<file path="src/psm_pkg.sv">
package psm_pkg;
  // ==========================================
  // frame geometry and timing
  localparam int NUM_PAIRS     = 3;
  localparam int CORE_BYTES    = 144;
  localparam int POS_PER_BLOCK = 36;
  localparam int BLOCKS        = 4;
  localparam int CLK_PERIOD_NS = 10;
  localparam int CORE_FRAME_US = 500;
  localparam int BYTE_CYCLES   = CORE_FRAME_US * 1000 / CLK_PERIOD_NS / CORE_BYTES;
  localparam int RETRY_US      = 1000;
  localparam int RETRY_CYCLES  = RETRY_US * 1000 / CLK_PERIOD_NS;
  localparam logic [5:0] LAST_POS   = 6'h23;
  localparam logic [1:0] LAST_BLOCK = 2'h3;

  // ==========================================
  // byte values
  localparam logic [7:0] ALL_ONES   = 8'hff;
  localparam logic [7:0] MAINT_MASK = 8'h20;

  // ==========================================
  // register map
  localparam logic [7:0] CTRL_OFS   = 8'h00;
  localparam logic [7:0] PRIO_OFS   = 8'h04;
  localparam logic [7:0] STATUS_OFS = 8'h08;
  localparam logic [7:0] EOC_OFS    = 8'h0c;
  localparam int CTRL_PRIO_BIT = 2;
  localparam int CTRL_LOOP_BIT = 3;
  localparam int CTRL_INST_LSB = 4;
  localparam logic [31:0] CTRL_RESET = 32'h0000_0070;
  localparam logic [31:0] PRIO_RESET = 32'hffff_ffff;

  // ==========================================
  // types
  typedef enum logic [1:0] {
    MODE_THREE = 2'b00,
    MODE_TWO   = 2'b01,
    MODE_ALT   = 2'b10
  } psm_mode_t;

  typedef enum logic [1:0] {
    KIND_USER = 2'b00,
    KIND_TS0  = 2'b01,
    KIND_TS16 = 2'b10,
    KIND_FILL = 2'b11
  } psm_kind_t;

  typedef struct packed {
    logic [4:0] slot;
    logic [1:0] pair;
    psm_kind_t  kind;
  } psm_posmap_t;

  // core position to slot, owning pair and kind
  function automatic psm_posmap_t psm_map_pos(psm_mode_t mode, logic [5:0] pos);
    psm_posmap_t r;
    int p;
    p = int'(pos);
    r.kind = KIND_USER;
    r.slot = 5'h00;
    r.pair = 2'h0;
    if (mode == MODE_TWO) begin
      if (p <= 1) begin
        r.kind = KIND_TS0;
        r.pair = 2'(p);
      end else if (p <= 16) begin
        r.slot = 5'(p - 1);
        r.pair = 2'((p - 2) % 2);
      end else if (p <= 18) begin
        r.kind = KIND_TS16;
        r.slot = 5'h10;
        r.pair = 2'(p - 17);
      end else if (p <= 33) begin
        r.slot = 5'(p - 2);
        r.pair = 2'((p - 19) % 2);
      end else begin
        r.kind = KIND_FILL;
        r.pair = 2'(p - 34);
      end
    end else begin
      if (p <= 2) begin
        r.kind = KIND_TS0;
        r.pair = 2'(p);
      end else if (p <= 17) begin
        r.slot = 5'(p - 2);
        r.pair = 2'((p - 3) % 3);
      end else if (p <= 20) begin
        r.kind = KIND_TS16;
        r.slot = 5'h10;
        r.pair = 2'(p - 18);
      end else begin
        r.slot = 5'(p - 4);
        r.pair = 2'((p - 21) % 3);
      end
      if (mode == MODE_ALT) r.pair = 2'(p % 2);
    end
    return r;
  endfunction
endpackage

</file>
<file path="src/psm_link_if.sv">
`timescale 1ns/10ps
interface psm_link_if;
  import psm_pkg::*;
  // ==========================================
  // core frame stream, central to remote
  logic [7:0] lineData;
  logic [1:0] linePair;
  logic       lineValid;
  logic       lineFrameStart;
  psm_mode_t  mode;
  logic       loopReq;
  logic [7:0] eocData [NUM_PAIRS];
  // ==========================================
  // pair status, remote to central
  logic [NUM_PAIRS-1:0] pairFail;
  logic [NUM_PAIRS-1:0] pairActivated;
  logic [NUM_PAIRS-1:0] pairIdOk;
  logic [NUM_PAIRS-1:0] syncWordLoss;

  modport central (
    output lineData, linePair, lineValid, lineFrameStart, mode, loopReq, eocData,
    input  pairFail, pairActivated, pairIdOk, syncWordLoss
  );
  modport remote (
    input  lineData, linePair, lineValid, lineFrameStart, mode, loopReq, eocData,
    output pairFail, pairActivated, pairIdOk, syncWordLoss
  );
endinterface

</file>
<file path="src/psm_central_mapper.sv">
// Added by the designer: the register addresses and the APB slave port.
`timescale 1ns/10ps
module psm_central_mapper
  import psm_pkg::*;
#(
  parameter int BYTE_CYC = BYTE_CYCLES
) (
  // clock and reset
  input  wire logic        core_clk,
  input  wire logic        rst,
  // apb slave
  input  wire logic        psel,
  input  wire logic        penable,
  input  wire logic        pwrite,
  input  wire logic [7:0]  paddr,
  input  wire logic [31:0] pwdata,
  output logic      [31:0] prdata,
  output logic             pready,
  output logic             pslverr,
  // application side
  output logic      [4:0]  appSlot,
  output logic             appTake,
  input  wire logic [7:0]  appByte,
  output logic      [31:0] appAisMask,
  // link
  psm_link_if.central      link
);
  initial begin
    if (BYTE_CYC < 2) $error("BYTE_CYC too small");
  end

  localparam int TW = $clog2(BYTE_CYC);

  logic [31:0]          ctrl_reg;
  logic [31:0]          prio_reg;
  logic [7:0]           eocTx_reg;
  logic [TW-1:0]        tickCnt_reg;
  logic [5:0]           pos_reg;
  logic [1:0]           block_reg;
  logic [NUM_PAIRS-1:0] live_reg;
  logic [NUM_PAIRS-1:0] installed_reg;
  psm_mode_t            modeAct_reg;
  logic                 prioAct_reg;
  logic                 operational_reg;
  logic                 tick;
  logic                 frameStart;
  logic                 frameEnd;
  logic                 degraded;
  logic                 carried;
  logic [NUM_PAIRS-1:0] installed;
  logic [NUM_PAIRS-1:0] ready;
  logic [7:0]           outByte;
  logic                 mapped;
  logic                 doWrite;
  psm_mode_t            ctrlMode;
  psm_posmap_t          m;

  assign installed = ctrl_reg[CTRL_INST_LSB +: NUM_PAIRS];
  assign ctrlMode  = psm_mode_t'(ctrl_reg[1:0]);

  // ==========================================
  // apb register file
  assign mapped  = (paddr == CTRL_OFS) || (paddr == PRIO_OFS)
                || (paddr == STATUS_OFS) || (paddr == EOC_OFS);
  assign pready  = 1'b1;
  assign pslverr = psel && penable && !mapped;
  assign doWrite = psel && penable && pwrite && mapped;

  always_ff @(posedge core_clk or posedge rst) begin
    if (rst) begin
      ctrl_reg  <= CTRL_RESET;
      prio_reg  <= PRIO_RESET;
      eocTx_reg <= '0;
    end else if (doWrite) begin
      unique case (paddr)
        CTRL_OFS: ctrl_reg  <= pwdata;
        PRIO_OFS: prio_reg  <= pwdata;
        EOC_OFS:  eocTx_reg <= pwdata[7:0];
        default: ;
      endcase
    end
  end

  always_ff @(posedge core_clk or posedge rst) begin
    if (rst) begin
      prdata <= '0;
    end else if (psel && !penable) begin
      unique case (paddr)
        CTRL_OFS:   prdata <= ctrl_reg;
        PRIO_OFS:   prdata <= prio_reg;
        STATUS_OFS: prdata <= {12'h000, link.syncWordLoss, link.pairFail,
                               1'b0, live_reg, 1'b0, modeAct_reg, 1'b0,
                               operational_reg, degraded, prioAct_reg, 1'b0, 2'h0};
        EOC_OFS:    prdata <= {24'h000000, eocTx_reg};
        default:    prdata <= '0;
      endcase
    end
  end

  // ==========================================
  // byte timing: 36 positions, 4 blocks per core frame
  assign tick       = (tickCnt_reg == '0);
  assign frameStart = tick && pos_reg == '0 && block_reg == '0;
  assign frameEnd   = tick && pos_reg == LAST_POS && block_reg == LAST_BLOCK;

  always_ff @(posedge core_clk or posedge rst) begin
    if (rst) begin
      tickCnt_reg <= '0;
      pos_reg     <= '0;
      block_reg   <= '0;
    end else begin
      tickCnt_reg <= tick ? TW'(BYTE_CYC - 1) : TW'(tickCnt_reg - 1'b1);
      if (tick) begin
        pos_reg <= (pos_reg == LAST_POS) ? '0 : 6'(pos_reg + 1'b1);
        if (pos_reg == LAST_POS) begin
          block_reg <= (block_reg == LAST_BLOCK) ? '0 : 2'(block_reg + 1'b1);
        end
      end
    end
  end

  // ==========================================
  // live pairs and mapping state updated once per core frame, operational status every cycle
  assign ready = installed & link.pairActivated & link.pairIdOk & ~link.pairFail;

  always_ff @(posedge core_clk or posedge rst) begin
    if (rst) begin
      live_reg      <= '0;
      installed_reg <= '0;
      modeAct_reg   <= MODE_THREE;
      prioAct_reg   <= 1'b0;
    end else if (frameEnd) begin
      // latched on the last byte so the next frame uses it from its first byte
      live_reg      <= ready;
      installed_reg <= installed;
      modeAct_reg   <= (ctrlMode == MODE_TWO || ctrlMode == MODE_ALT) ? ctrlMode
                     : MODE_THREE;
      prioAct_reg   <= ctrl_reg[CTRL_PRIO_BIT];
    end
  end

  always_ff @(posedge core_clk or posedge rst) begin
    if (rst) begin
      operational_reg <= 1'b0;
    end else begin
      operational_reg <= (installed != '0) && (ready == installed);
    end
  end

  assign degraded = live_reg != installed_reg;

  // ==========================================
  // core frame fill
  assign m = psm_map_pos(modeAct_reg, pos_reg);

  always_comb begin
    carried = live_reg[m.pair];
    outByte = ALL_ONES;
    unique case (m.kind)
      KIND_USER: begin
        if (prioAct_reg && degraded && !prio_reg[m.slot]) carried = 1'b0;
        outByte = carried ? appByte : ALL_ONES;
      end
      KIND_TS0, KIND_TS16: begin
        outByte = carried ? (appByte | (degraded ? MAINT_MASK : 8'h00))
                : ALL_ONES;
      end
      KIND_FILL: begin
        carried = 1'b0;
        outByte = ALL_ONES;
      end
    endcase
  end

  assign appSlot = m.slot;
  assign appTake = tick && m.kind != KIND_FILL;

  always_ff @(posedge core_clk or posedge rst) begin
    if (rst) begin
      link.lineData       <= ALL_ONES;
      link.linePair       <= '0;
      link.lineValid      <= 1'b0;
      link.lineFrameStart <= 1'b0;
      appAisMask          <= '1;
    end else begin
      link.lineValid      <= tick;
      link.lineFrameStart <= frameStart;
      if (tick) begin
        link.lineData <= outByte;
        link.linePair <= m.pair;
        if (m.kind == KIND_USER) appAisMask[m.slot] <= !carried;
      end
    end
  end

  // ==========================================
  // mode, loopback and operations channel towards the link
  always_ff @(posedge core_clk or posedge rst) begin
    if (rst) begin
      link.mode    <= MODE_THREE;
      link.loopReq <= 1'b0;
      for (int i = 0; i < NUM_PAIRS; i++) link.eocData[i] <= '0;
    end else begin
      if (frameStart) begin
        link.mode <= modeAct_reg;
      end
      link.loopReq <= ctrl_reg[CTRL_LOOP_BIT];
      for (int i = 0; i < NUM_PAIRS; i++) link.eocData[i] <= eocTx_reg;
    end
  end
endmodule

</file>
<file path="src/flat_wrapper.sv">
// flat-port wrapper written by rule: the top's interface ports become plain ports
module psm_central_mapper_flat import psm_pkg::*;
#(
  parameter int BYTE_CYC = BYTE_CYCLES
)
  (core_clk, rst, psel, penable, pwrite, paddr, pwdata, prdata, pready, pslverr, appSlot, appTake, appByte, appAisMask, link_lineData, link_linePair, link_lineValid, link_lineFrameStart, link_mode, link_loopReq, link_eocData, link_pairFail, link_pairActivated, link_pairIdOk, link_syncWordLoss);
  psm_link_if link_i ();
  input  wire logic core_clk;
  input  wire logic rst;
  input  wire logic psel;
  input  wire logic penable;
  input  wire logic pwrite;
  input  wire logic [7:0] paddr;
  input  wire logic [31:0] pwdata;
  output logic      [31:0] prdata;
  output logic pready;
  output logic pslverr;
  output logic      [4:0] appSlot;
  output logic appTake;
  input  wire logic [7:0] appByte;
  output logic      [31:0] appAisMask;
  output wire logic [$bits(link_i.lineData)-1:0] link_lineData;
  output wire logic [$bits(link_i.linePair)-1:0] link_linePair;
  output wire logic [$bits(link_i.lineValid)-1:0] link_lineValid;
  output wire logic [$bits(link_i.lineFrameStart)-1:0] link_lineFrameStart;
  output wire logic [$bits(link_i.mode)-1:0] link_mode;
  output wire logic [$bits(link_i.loopReq)-1:0] link_loopReq;
  output wire logic [$bits(link_i.eocData)-1:0] link_eocData;
  input wire logic [$bits(link_i.pairFail)-1:0] link_pairFail;
  input wire logic [$bits(link_i.pairActivated)-1:0] link_pairActivated;
  input wire logic [$bits(link_i.pairIdOk)-1:0] link_pairIdOk;
  input wire logic [$bits(link_i.syncWordLoss)-1:0] link_syncWordLoss;
  assign link_lineData = link_i.lineData;
  assign link_linePair = link_i.linePair;
  assign link_lineValid = link_i.lineValid;
  assign link_lineFrameStart = link_i.lineFrameStart;
  assign link_mode = link_i.mode;
  assign link_loopReq = link_i.loopReq;
  assign link_eocData = {>>{link_i.eocData}};
  assign link_i.pairFail = link_pairFail;
  assign link_i.pairActivated = link_pairActivated;
  assign link_i.pairIdOk = link_pairIdOk;
  assign link_i.syncWordLoss = link_syncWordLoss;
  psm_central_mapper #(.BYTE_CYC(BYTE_CYC)) u_core (.core_clk(core_clk), .rst(rst), .psel(psel), .penable(penable), .pwrite(pwrite), .paddr(paddr), .pwdata(pwdata), .prdata(prdata), .pready(pready), .pslverr(pslverr), .appSlot(appSlot), .appTake(appTake), .appByte(appByte), .appAisMask(appAisMask), .link(link_i));
endmodule
</file>
<file path="config.mk">
export PLATFORM = sky130hd
export DESIGN_NAME = psm_central_mapper_flat
export DESIGN_NICKNAME = d
export VERILOG_FILES = /design/src/psm_pkg.sv /design/src/psm_link_if.sv /design/src/psm_central_mapper.sv /design/src/flat_wrapper.sv
export SDC_FILE = /design/constraint.sdc
export NUM_CORES = 1
export LEC_CHECK = 0
export BUFFER_PORTS_ARGS = -buffer_cell sky130_fd_sc_hd__buf_4
export CAP_MARGIN = 20
export CORE_MARGIN = 2
export CORE_UTILIZATION = 58
export CTS_CLUSTER_SIZE = 24
export DETAILED_ROUTE_END_ITERATION = 10
export PLACE_DENSITY = 0.82
export SYNTH_ARGS = -nofsm -noshare
export SYNTH_HDL_FRONTEND = slang
export SYNTH_SLANG_ARGS = --single-unit
</file>
<file path="constraint.sdc">
create_clock -name core_clk -period 7.3 [get_ports core_clk]
set_input_delay 1.46 -clock core_clk [delete_from_list [all_inputs] [get_ports core_clk]]
set_output_delay 1.46 -clock core_clk [all_outputs]
set_load 0.01 [all_outputs]
</file>
# == After elaboration in Yosys (flattened, before gate mapping) ==
# Index checks and enable logic that the tools add are counted.
# classes
n_eq_ne,15
n_mux,35
order_cmp,10
addsub,12
bitwise_logic,7
reduce_logical,34
n_div,2
# op_table
operator,n
32-bit case mux with 4 select lines,1
32-bit by 3-bit remainder unit with 32-bit output (second input constant),2
32-bit bitwise mux,1
9-bit two-way mux,3
6-bit by 5-bit less-or-equal comparator with 1-bit output (second input constant),4
8-bit case mux with 3 select lines,1
7-bit two-way mux,3
8-bit by 4-bit == test with 1-bit output (second input constant),2
2-bit two-way mux,8
8-bit two-way mux,2
5-bit two-way mux,3
1-bit logical AND,14
6-bit by 2-bit subtractor with 7-bit output (second input constant),2
6-bit by 5-bit subtractor with 7-bit output (second input constant),2
6-bit two-way mux,2
2-bit == test (second input constant),5
2-bit AND reduction,5
3-bit bitwise AND,3
9-bit zero test,1
9-bit by 1-bit subtractor with 9-bit output (second input constant),1
8-bit by 3-bit == test with 1-bit output (second input constant),1
8-bit zero test,1
4-bit two-way mux,2
8-bit bitwise OR,1
other kinds (30),45
# totals
regBits,186
output_inout_bits,111
elab_cells,135
in_bits,65

# == Depth between registers and ports, before layout ==
# depth
ltp_word,16
depth_mapped,31
mapped_depth_nobuf,25

# == Least setup slack after synthesis ==
# OpenSTA, ideal clock, no wires.
# synth_timing
path_type,register to register
start,register u_core.pos_reg[0]
end,register u_core.appAisMask[31]
setup_slack_ns,0.781
setup_ns,0.076
synth_period_minus_slack_ns,6.519
required_time_ns,7.224
arrival_time_ns,6.443
stages_incl_launch_ff,32
cell_sequence,dfrtp_1 -> buf_6 -> inv_1 -> ha_1 -> buf_4 -> xor2_4 -> a22oi_1 -> a2111o_1 -> nor2_2 -> nor3_1 -> or2_2 -> ha_1 -> clkbuf_1 -> a221oi_2 -> xnor2_1 -> ha_1 -> buf_1 -> a21oi_1 -> a41oi_1 -> a22oi_1 -> xnor2_1 -> ha_1 -> a221oi_1 -> o211ai_1 -> a311o_1 -> and3_1 -> and3_1 -> a211oi_2 -> mux2i_1 -> buf_4 -> buf_6 -> a31oi_2
# synth_between
elab_chain_len,15
# synth_lines
item,line_no,rtl
start: declaration,psm_central_mapper.sv:38,logic [5:0] pos_reg;
start signal: assignment,psm_central_mapper.sv:114,pos_reg <= (pos_reg == LAST_POS) ? '0 : 6'(pos_reg + 1'b1);
branches (longest 5 deep; another with 32-bit by 3-bit remainder unit with 32-bit output),-,
9-bit two-way mux *,psm_pkg.sv:62,if (mode == MODE_TWO) begin
1-bit binary-select mux with 5-bit select,psm_central_mapper.sv:161,if (prioAct_reg && degraded && !prio_reg[m.slot]) carried = 1'b0;
1-bit two-way mux (implied by the code),psm_central_mapper.sv:161,
1-bit zero test,psm_central_mapper.sv:161,
1-bit logical AND,psm_central_mapper.sv:161,
1-bit two-way mux,psm_central_mapper.sv:161,
1-bit two-way mux,psm_central_mapper.sv:159,unique case (m.kind)
1-bit case mux with 2 select lines,psm_central_mapper.sv:159,
1-bit zero test,psm_central_mapper.sv:191,if (m.kind == KIND_USER) appAisMask[m.slot] <= !carried;
32-bit bitwise mux,psm_central_mapper.sv:191,
end signal: indexed assignment,psm_central_mapper.sv:191,
end: declaration,psm_central_mapper.sv:24,"output logic [31:0] appAisMask,"
# Mark *: on every way between the ends. The select of a mux whose other input is x is not followed.
# A chain may end at the register's enable or synchronous reset.

# == Worst setup path in the final report ==
# layout_timing
start,register u_core.pos_reg[1]
end,register u_core.link.lineData[3]
# layout_between
elab_chain_len,14
# layout_lines
item,line_no,rtl
branches (longest 5 deep; another with 32-bit by 3-bit remainder unit with 32-bit output),-,
9-bit two-way mux *,psm_pkg.sv:62,
1-bit binary-select mux with 5-bit select,psm_central_mapper.sv:161,
1-bit two-way mux (implied by the code),psm_central_mapper.sv:161,
1-bit zero test,psm_central_mapper.sv:161,
1-bit logical AND,psm_central_mapper.sv:161,
1-bit two-way mux,psm_central_mapper.sv:161,
1-bit two-way mux,psm_central_mapper.sv:159,
8-bit two-way mux,psm_central_mapper.sv:162,outByte = carried ? appByte : ALL_ONES;
8-bit case mux with 3 select lines *,psm_central_mapper.sv:159,
end signal: assignment,psm_central_mapper.sv:189,link.lineData <= outByte;
end: declaration,psm_link_if.sv:21,"output lineData, linePair, lineValid, lineFrameStart, mode, loopReq, eocData,"
# Marks and branches as above.

==> impl_metrics.env <==
export IMPL_fin_crit_sh_pct=93.0
export IMPL_cts_tree="yes"
export IMPL_drc=0
export IMPL_synth_edf_count=0
export IMPL_holdWs_ns=0.404
export IMPL_detail_route_antenna_nets=0
export IMPL_io_pins=176
export IMPL_fin_total_pwr_mw=2.09
export IMPL_worstHoldPathType="flop to flop"
export IMPL_synthTopCellsByArea="dfrtp_1, dfstp_2, mux2_2, nor2_1, nand2_1"
export IMPL_r2r_end="u_core.link.lineData[3]"
export IMPL_synth_seq_cells=186
export IMPL_hold_path_endpoint="u_core.link.eocData[19]"
export IMPL_skew_ns=0.0114
export IMPL_max_freq_mhz=147
export IMPL_p_clk_share_pct=46.4
export IMPL_fin_area_um2=13000
export IMPL_synth_top_area_share_pct=25.3
export IMPL_cts_buffer_depth=2
export IMPL_hpwl_mm=21.3
export IMPL_end_kind="flop"
export IMPL_firstDrtPassIters=5
export IMPL_internal_power_mw=1.54
export IMPL_ys_seq_area_share_pct=43.3
export IMPL_timing_hold_violations_final=0
export IMPL_holdPathStages=0
export IMPL_post_drt_via_cell_ratio=6.31
export IMPL_cts_buffers=17
export IMPL_p_sw_share_pct=26.2
export IMPL_grt_pass1_wl_mm=48.9
export IMPL_synth_area_um2=11000
export IMPL_synth_largest_area_cell="dfrtp_1"
export IMPL_drive_gt1_share_pct=33.9
export IMPL_grt_max_degree=88
export IMPL_reg2reg_slack_ns=0.51
export IMPL_yosysWarnings=0
export IMPL_die_h_um=142
export IMPL_cts_root_buf="clkbuf_16"
export IMPL_timing_setup_tns_ns=0
export IMPL_cp_arrival_ns=7.15
export IMPL_start_util_pct=58.9
export IMPL_r2r_start="u_core.pos_reg[1]"
export IMPL_instances_no_fill=1508
export IMPL_rsz0062_at_grt="no"
export IMPL_routabilityCongestion=0.898
export IMPL_htreeDepth=4
export IMPL_antenna_found_initial=0
export IMPL_async_flop_share_pct=100
export IMPL_die_x_um=142
export IMPL_slew_limit_headroom_pct=41.0
export IMPL_p_seq_share_pct=49.7
export IMPL_antennaDiodeCount=0
export IMPL_syn_inst=1126
export IMPL_dieArea_um2=20000
export IMPL_place_inst=1476
export IMPL_path_class="flop to flop"
export IMPL_finalSetupViolCount=0
export IMPL_max_cap_viol_count=0
export IMPL_power_density_nw_per_um2=161
export IMPL_wire_per_inst_um=20.6
export IMPL_cp_max_fo=39
export IMPL_period_minus_slack_ns=6.79
export IMPL_via_count=9517
export IMPL_min_from="u_core.eocTx_reg[3]"
export IMPL_power_frac_comb_pct=3.9
export IMPL_grt_pass1_vias=9327
export IMPL_portBuffers=174
export IMPL_netlist_cell_type_count=89
export IMPL_synth_common_cells="nor2_1, nand2_1, dfrtp_1"
export IMPL_synth_area_per_cell_um2=9.75
export IMPL_synth_ff_type="dfrtp_1"
export IMPL_cp_required_ns=7.66
export IMPL_row_count=50
export IMPL_drtIter0Drc=775
export IMPL_worst_skew_pair_late_latency_ns=0.44
export IMPL_power_net_switching_mw=0.545
export IMPL_syn2layout_area_growth_pct=18.3
export IMPL_ff2ff_path_depth=26
export IMPL_run_status="complete, no violations"
export IMPL_cts_sinks=186
export IMPL_path_clk_slew_ns=0.08
export IMPL_core_area_um2=18600
export IMPL_placed_area_um2=12400
export IMPL_num_nets_final=1351
export IMPL_grt_usage_pct=30.9
export IMPL_vdd_drop_max_v=0.000161
export IMPL_yosysMostFrequentCell="nor2_1"
export IMPL_slew_viol_final=0
export IMPL_cts_hold_buf=0
export IMPL_startpoint_type="flop"
export IMPL_synth_fp_nets=1216
export IMPL_leakagePower_nw=5.83
export IMPL_grt_overflow=0
export IMPL_tightest_slew_ns=0.883
export IMPL_wirelength_mm=31.0
-- worst max-delay path by stage --
| stage | start | end | slack (ns) | depth (start not counted) |
|---|---|---|---|---|
| after floorplan | u_core.pos_reg[0] | u_core.appAisMask[31] | 0.78 | 31 |
| after global placement | u_core.pos_reg[1] | u_core.link.lineData[2] | 0.74 | 26 |
| after detailed placement | u_core.pos_reg[1] | u_core.link.lineData[1] | 0.58 | 26 |
| after CTS | u_core.pos_reg[1] | u_core.link.lineData[3] | 0.55 | 26 |
| after global routing | u_core.pos_reg[1] | u_core.link.lineData[3] | 0.06 | 26 |
| final | u_core.pos_reg[1] | u_core.link.lineData[3] | 0.51 | 26 |
-- kinds of logic after synthesis --
kind of cell,synth area share (%)
AO/OA/AOI/OAI,17.9
adder cells (fa/ha/maj),2.94
multiplexers,12.2
buffers and inverters,5.35
flip-flops,43.3
XOR/XNOR,2.71
AND/OR/NAND/NOR,15.6
other,0.0342
-- critical path, cell delays in order, from the launching register on --
cell      delay, ns
dfrtp_1        0.38
inv_1          0.20
ha_1           0.55
xor2_4         0.24
a22oi_1        0.17
a2111o_1       0.45
nor2_2         0.28
nor3_1         0.11
or2_2          0.29
ha_1           0.22
a221oi_2       0.19
xnor2_1        0.17
ha_1           0.32
nor4b_1        0.33
a41oi_1        0.10
a22oi_1        0.36
xnor2_1        0.13
ha_1           0.20
a221oi_1       0.22
o211ai_1       0.18
a311o_1        0.38
and3_1         0.19
and3_1         0.18
a211oi_2       0.31
mux2i_4        0.13
buf_12         0.19
a32oi_1        0.23
-- repair_timing --
action	in CTS	in global routing
endpoints found under the setup margin	0	2
resized for setup	0	1
setup buffers	0	0
-- placed cells by master (no fill, tap or decap), drive strengths merged, types with 8 or more instances in the layout --
| cell | Yosys | final |
|---|---|---|
| a21oi | 40 | 40 |
| clkbuf | 36 | 17 |
| nand2b | 15 | 15 |
| a22oi | 20 | 20 |
| nor2b | 9 | 9 |
| dfstp | 75 | 75 |
| mux2i | 37 | 37 |
| a211oi | 14 | 14 |
| dfrtp | 111 | 111 |
| nand4 | 12 | 12 |
| nand3 | 24 | 24 |
| xor2 | 8 | 8 |
| nand2 | 116 | 116 |
| o21ai | 73 | 73 |
| ha | 25 | 25 |
| buf | 50 | 202 |
| nand3b | 8 | 8 |
| nor3 | 29 | 29 |
| inv | 34 | 44 |
| mux2 | 76 | 76 |
| a32oi | 8 | 8 |
| nor4 | 9 | 9 |
| nor2 | 118 | 118 |
| a31oi | 44 | 44 |
| o31ai | 9 | 9 |
| xnor2 | 23 | 23 |
-- power by group through the flow --
stage	clock network [mW]	registers, mW	logic, mW
global route	1.01	1.04	0.0899
floorplan	0	1.05	0.0354
CTS	0.973	1.04	0.0826
finish	0.968	1.04	0.0819
detailed placement	0	1.05	0.0821
global placement	0	1.05	0.0811
-- layout make-up --
cell class | count | area, um^2
fillers | 1437 | 5650
well taps | 234 | 293
flip-flops and latches | 186 | 4750
clock inverters | 15 | 188
clock buffers | 17 | 425
inverters | 36 | 140
repair buffers | 202 | 1530
multi-input cells | 818 | 5670
-- metal layers --
layer | part of all wire (%) | track usage, % | vias up
met3 | 6.9 | 6.51 | 79
met5 | 0 | 0 | -
met2 | 49 | 51.6 | 416
met4 | 3.1 | 10.8 | 0
li1 | - | - | 4326
met1 | 41 | 40.1 | 4696
-- metrics by stage --
stage	worst slack [ns]	util (%)
floorplan	0.781	-
global placement	0.739	66.3
detailed placement	0.577	66.4
CTS	0.548	69.6
global route	0.0617	69.7
finish	0.508	69.7
No activity file was read; power rests on OpenSTA's default activity.
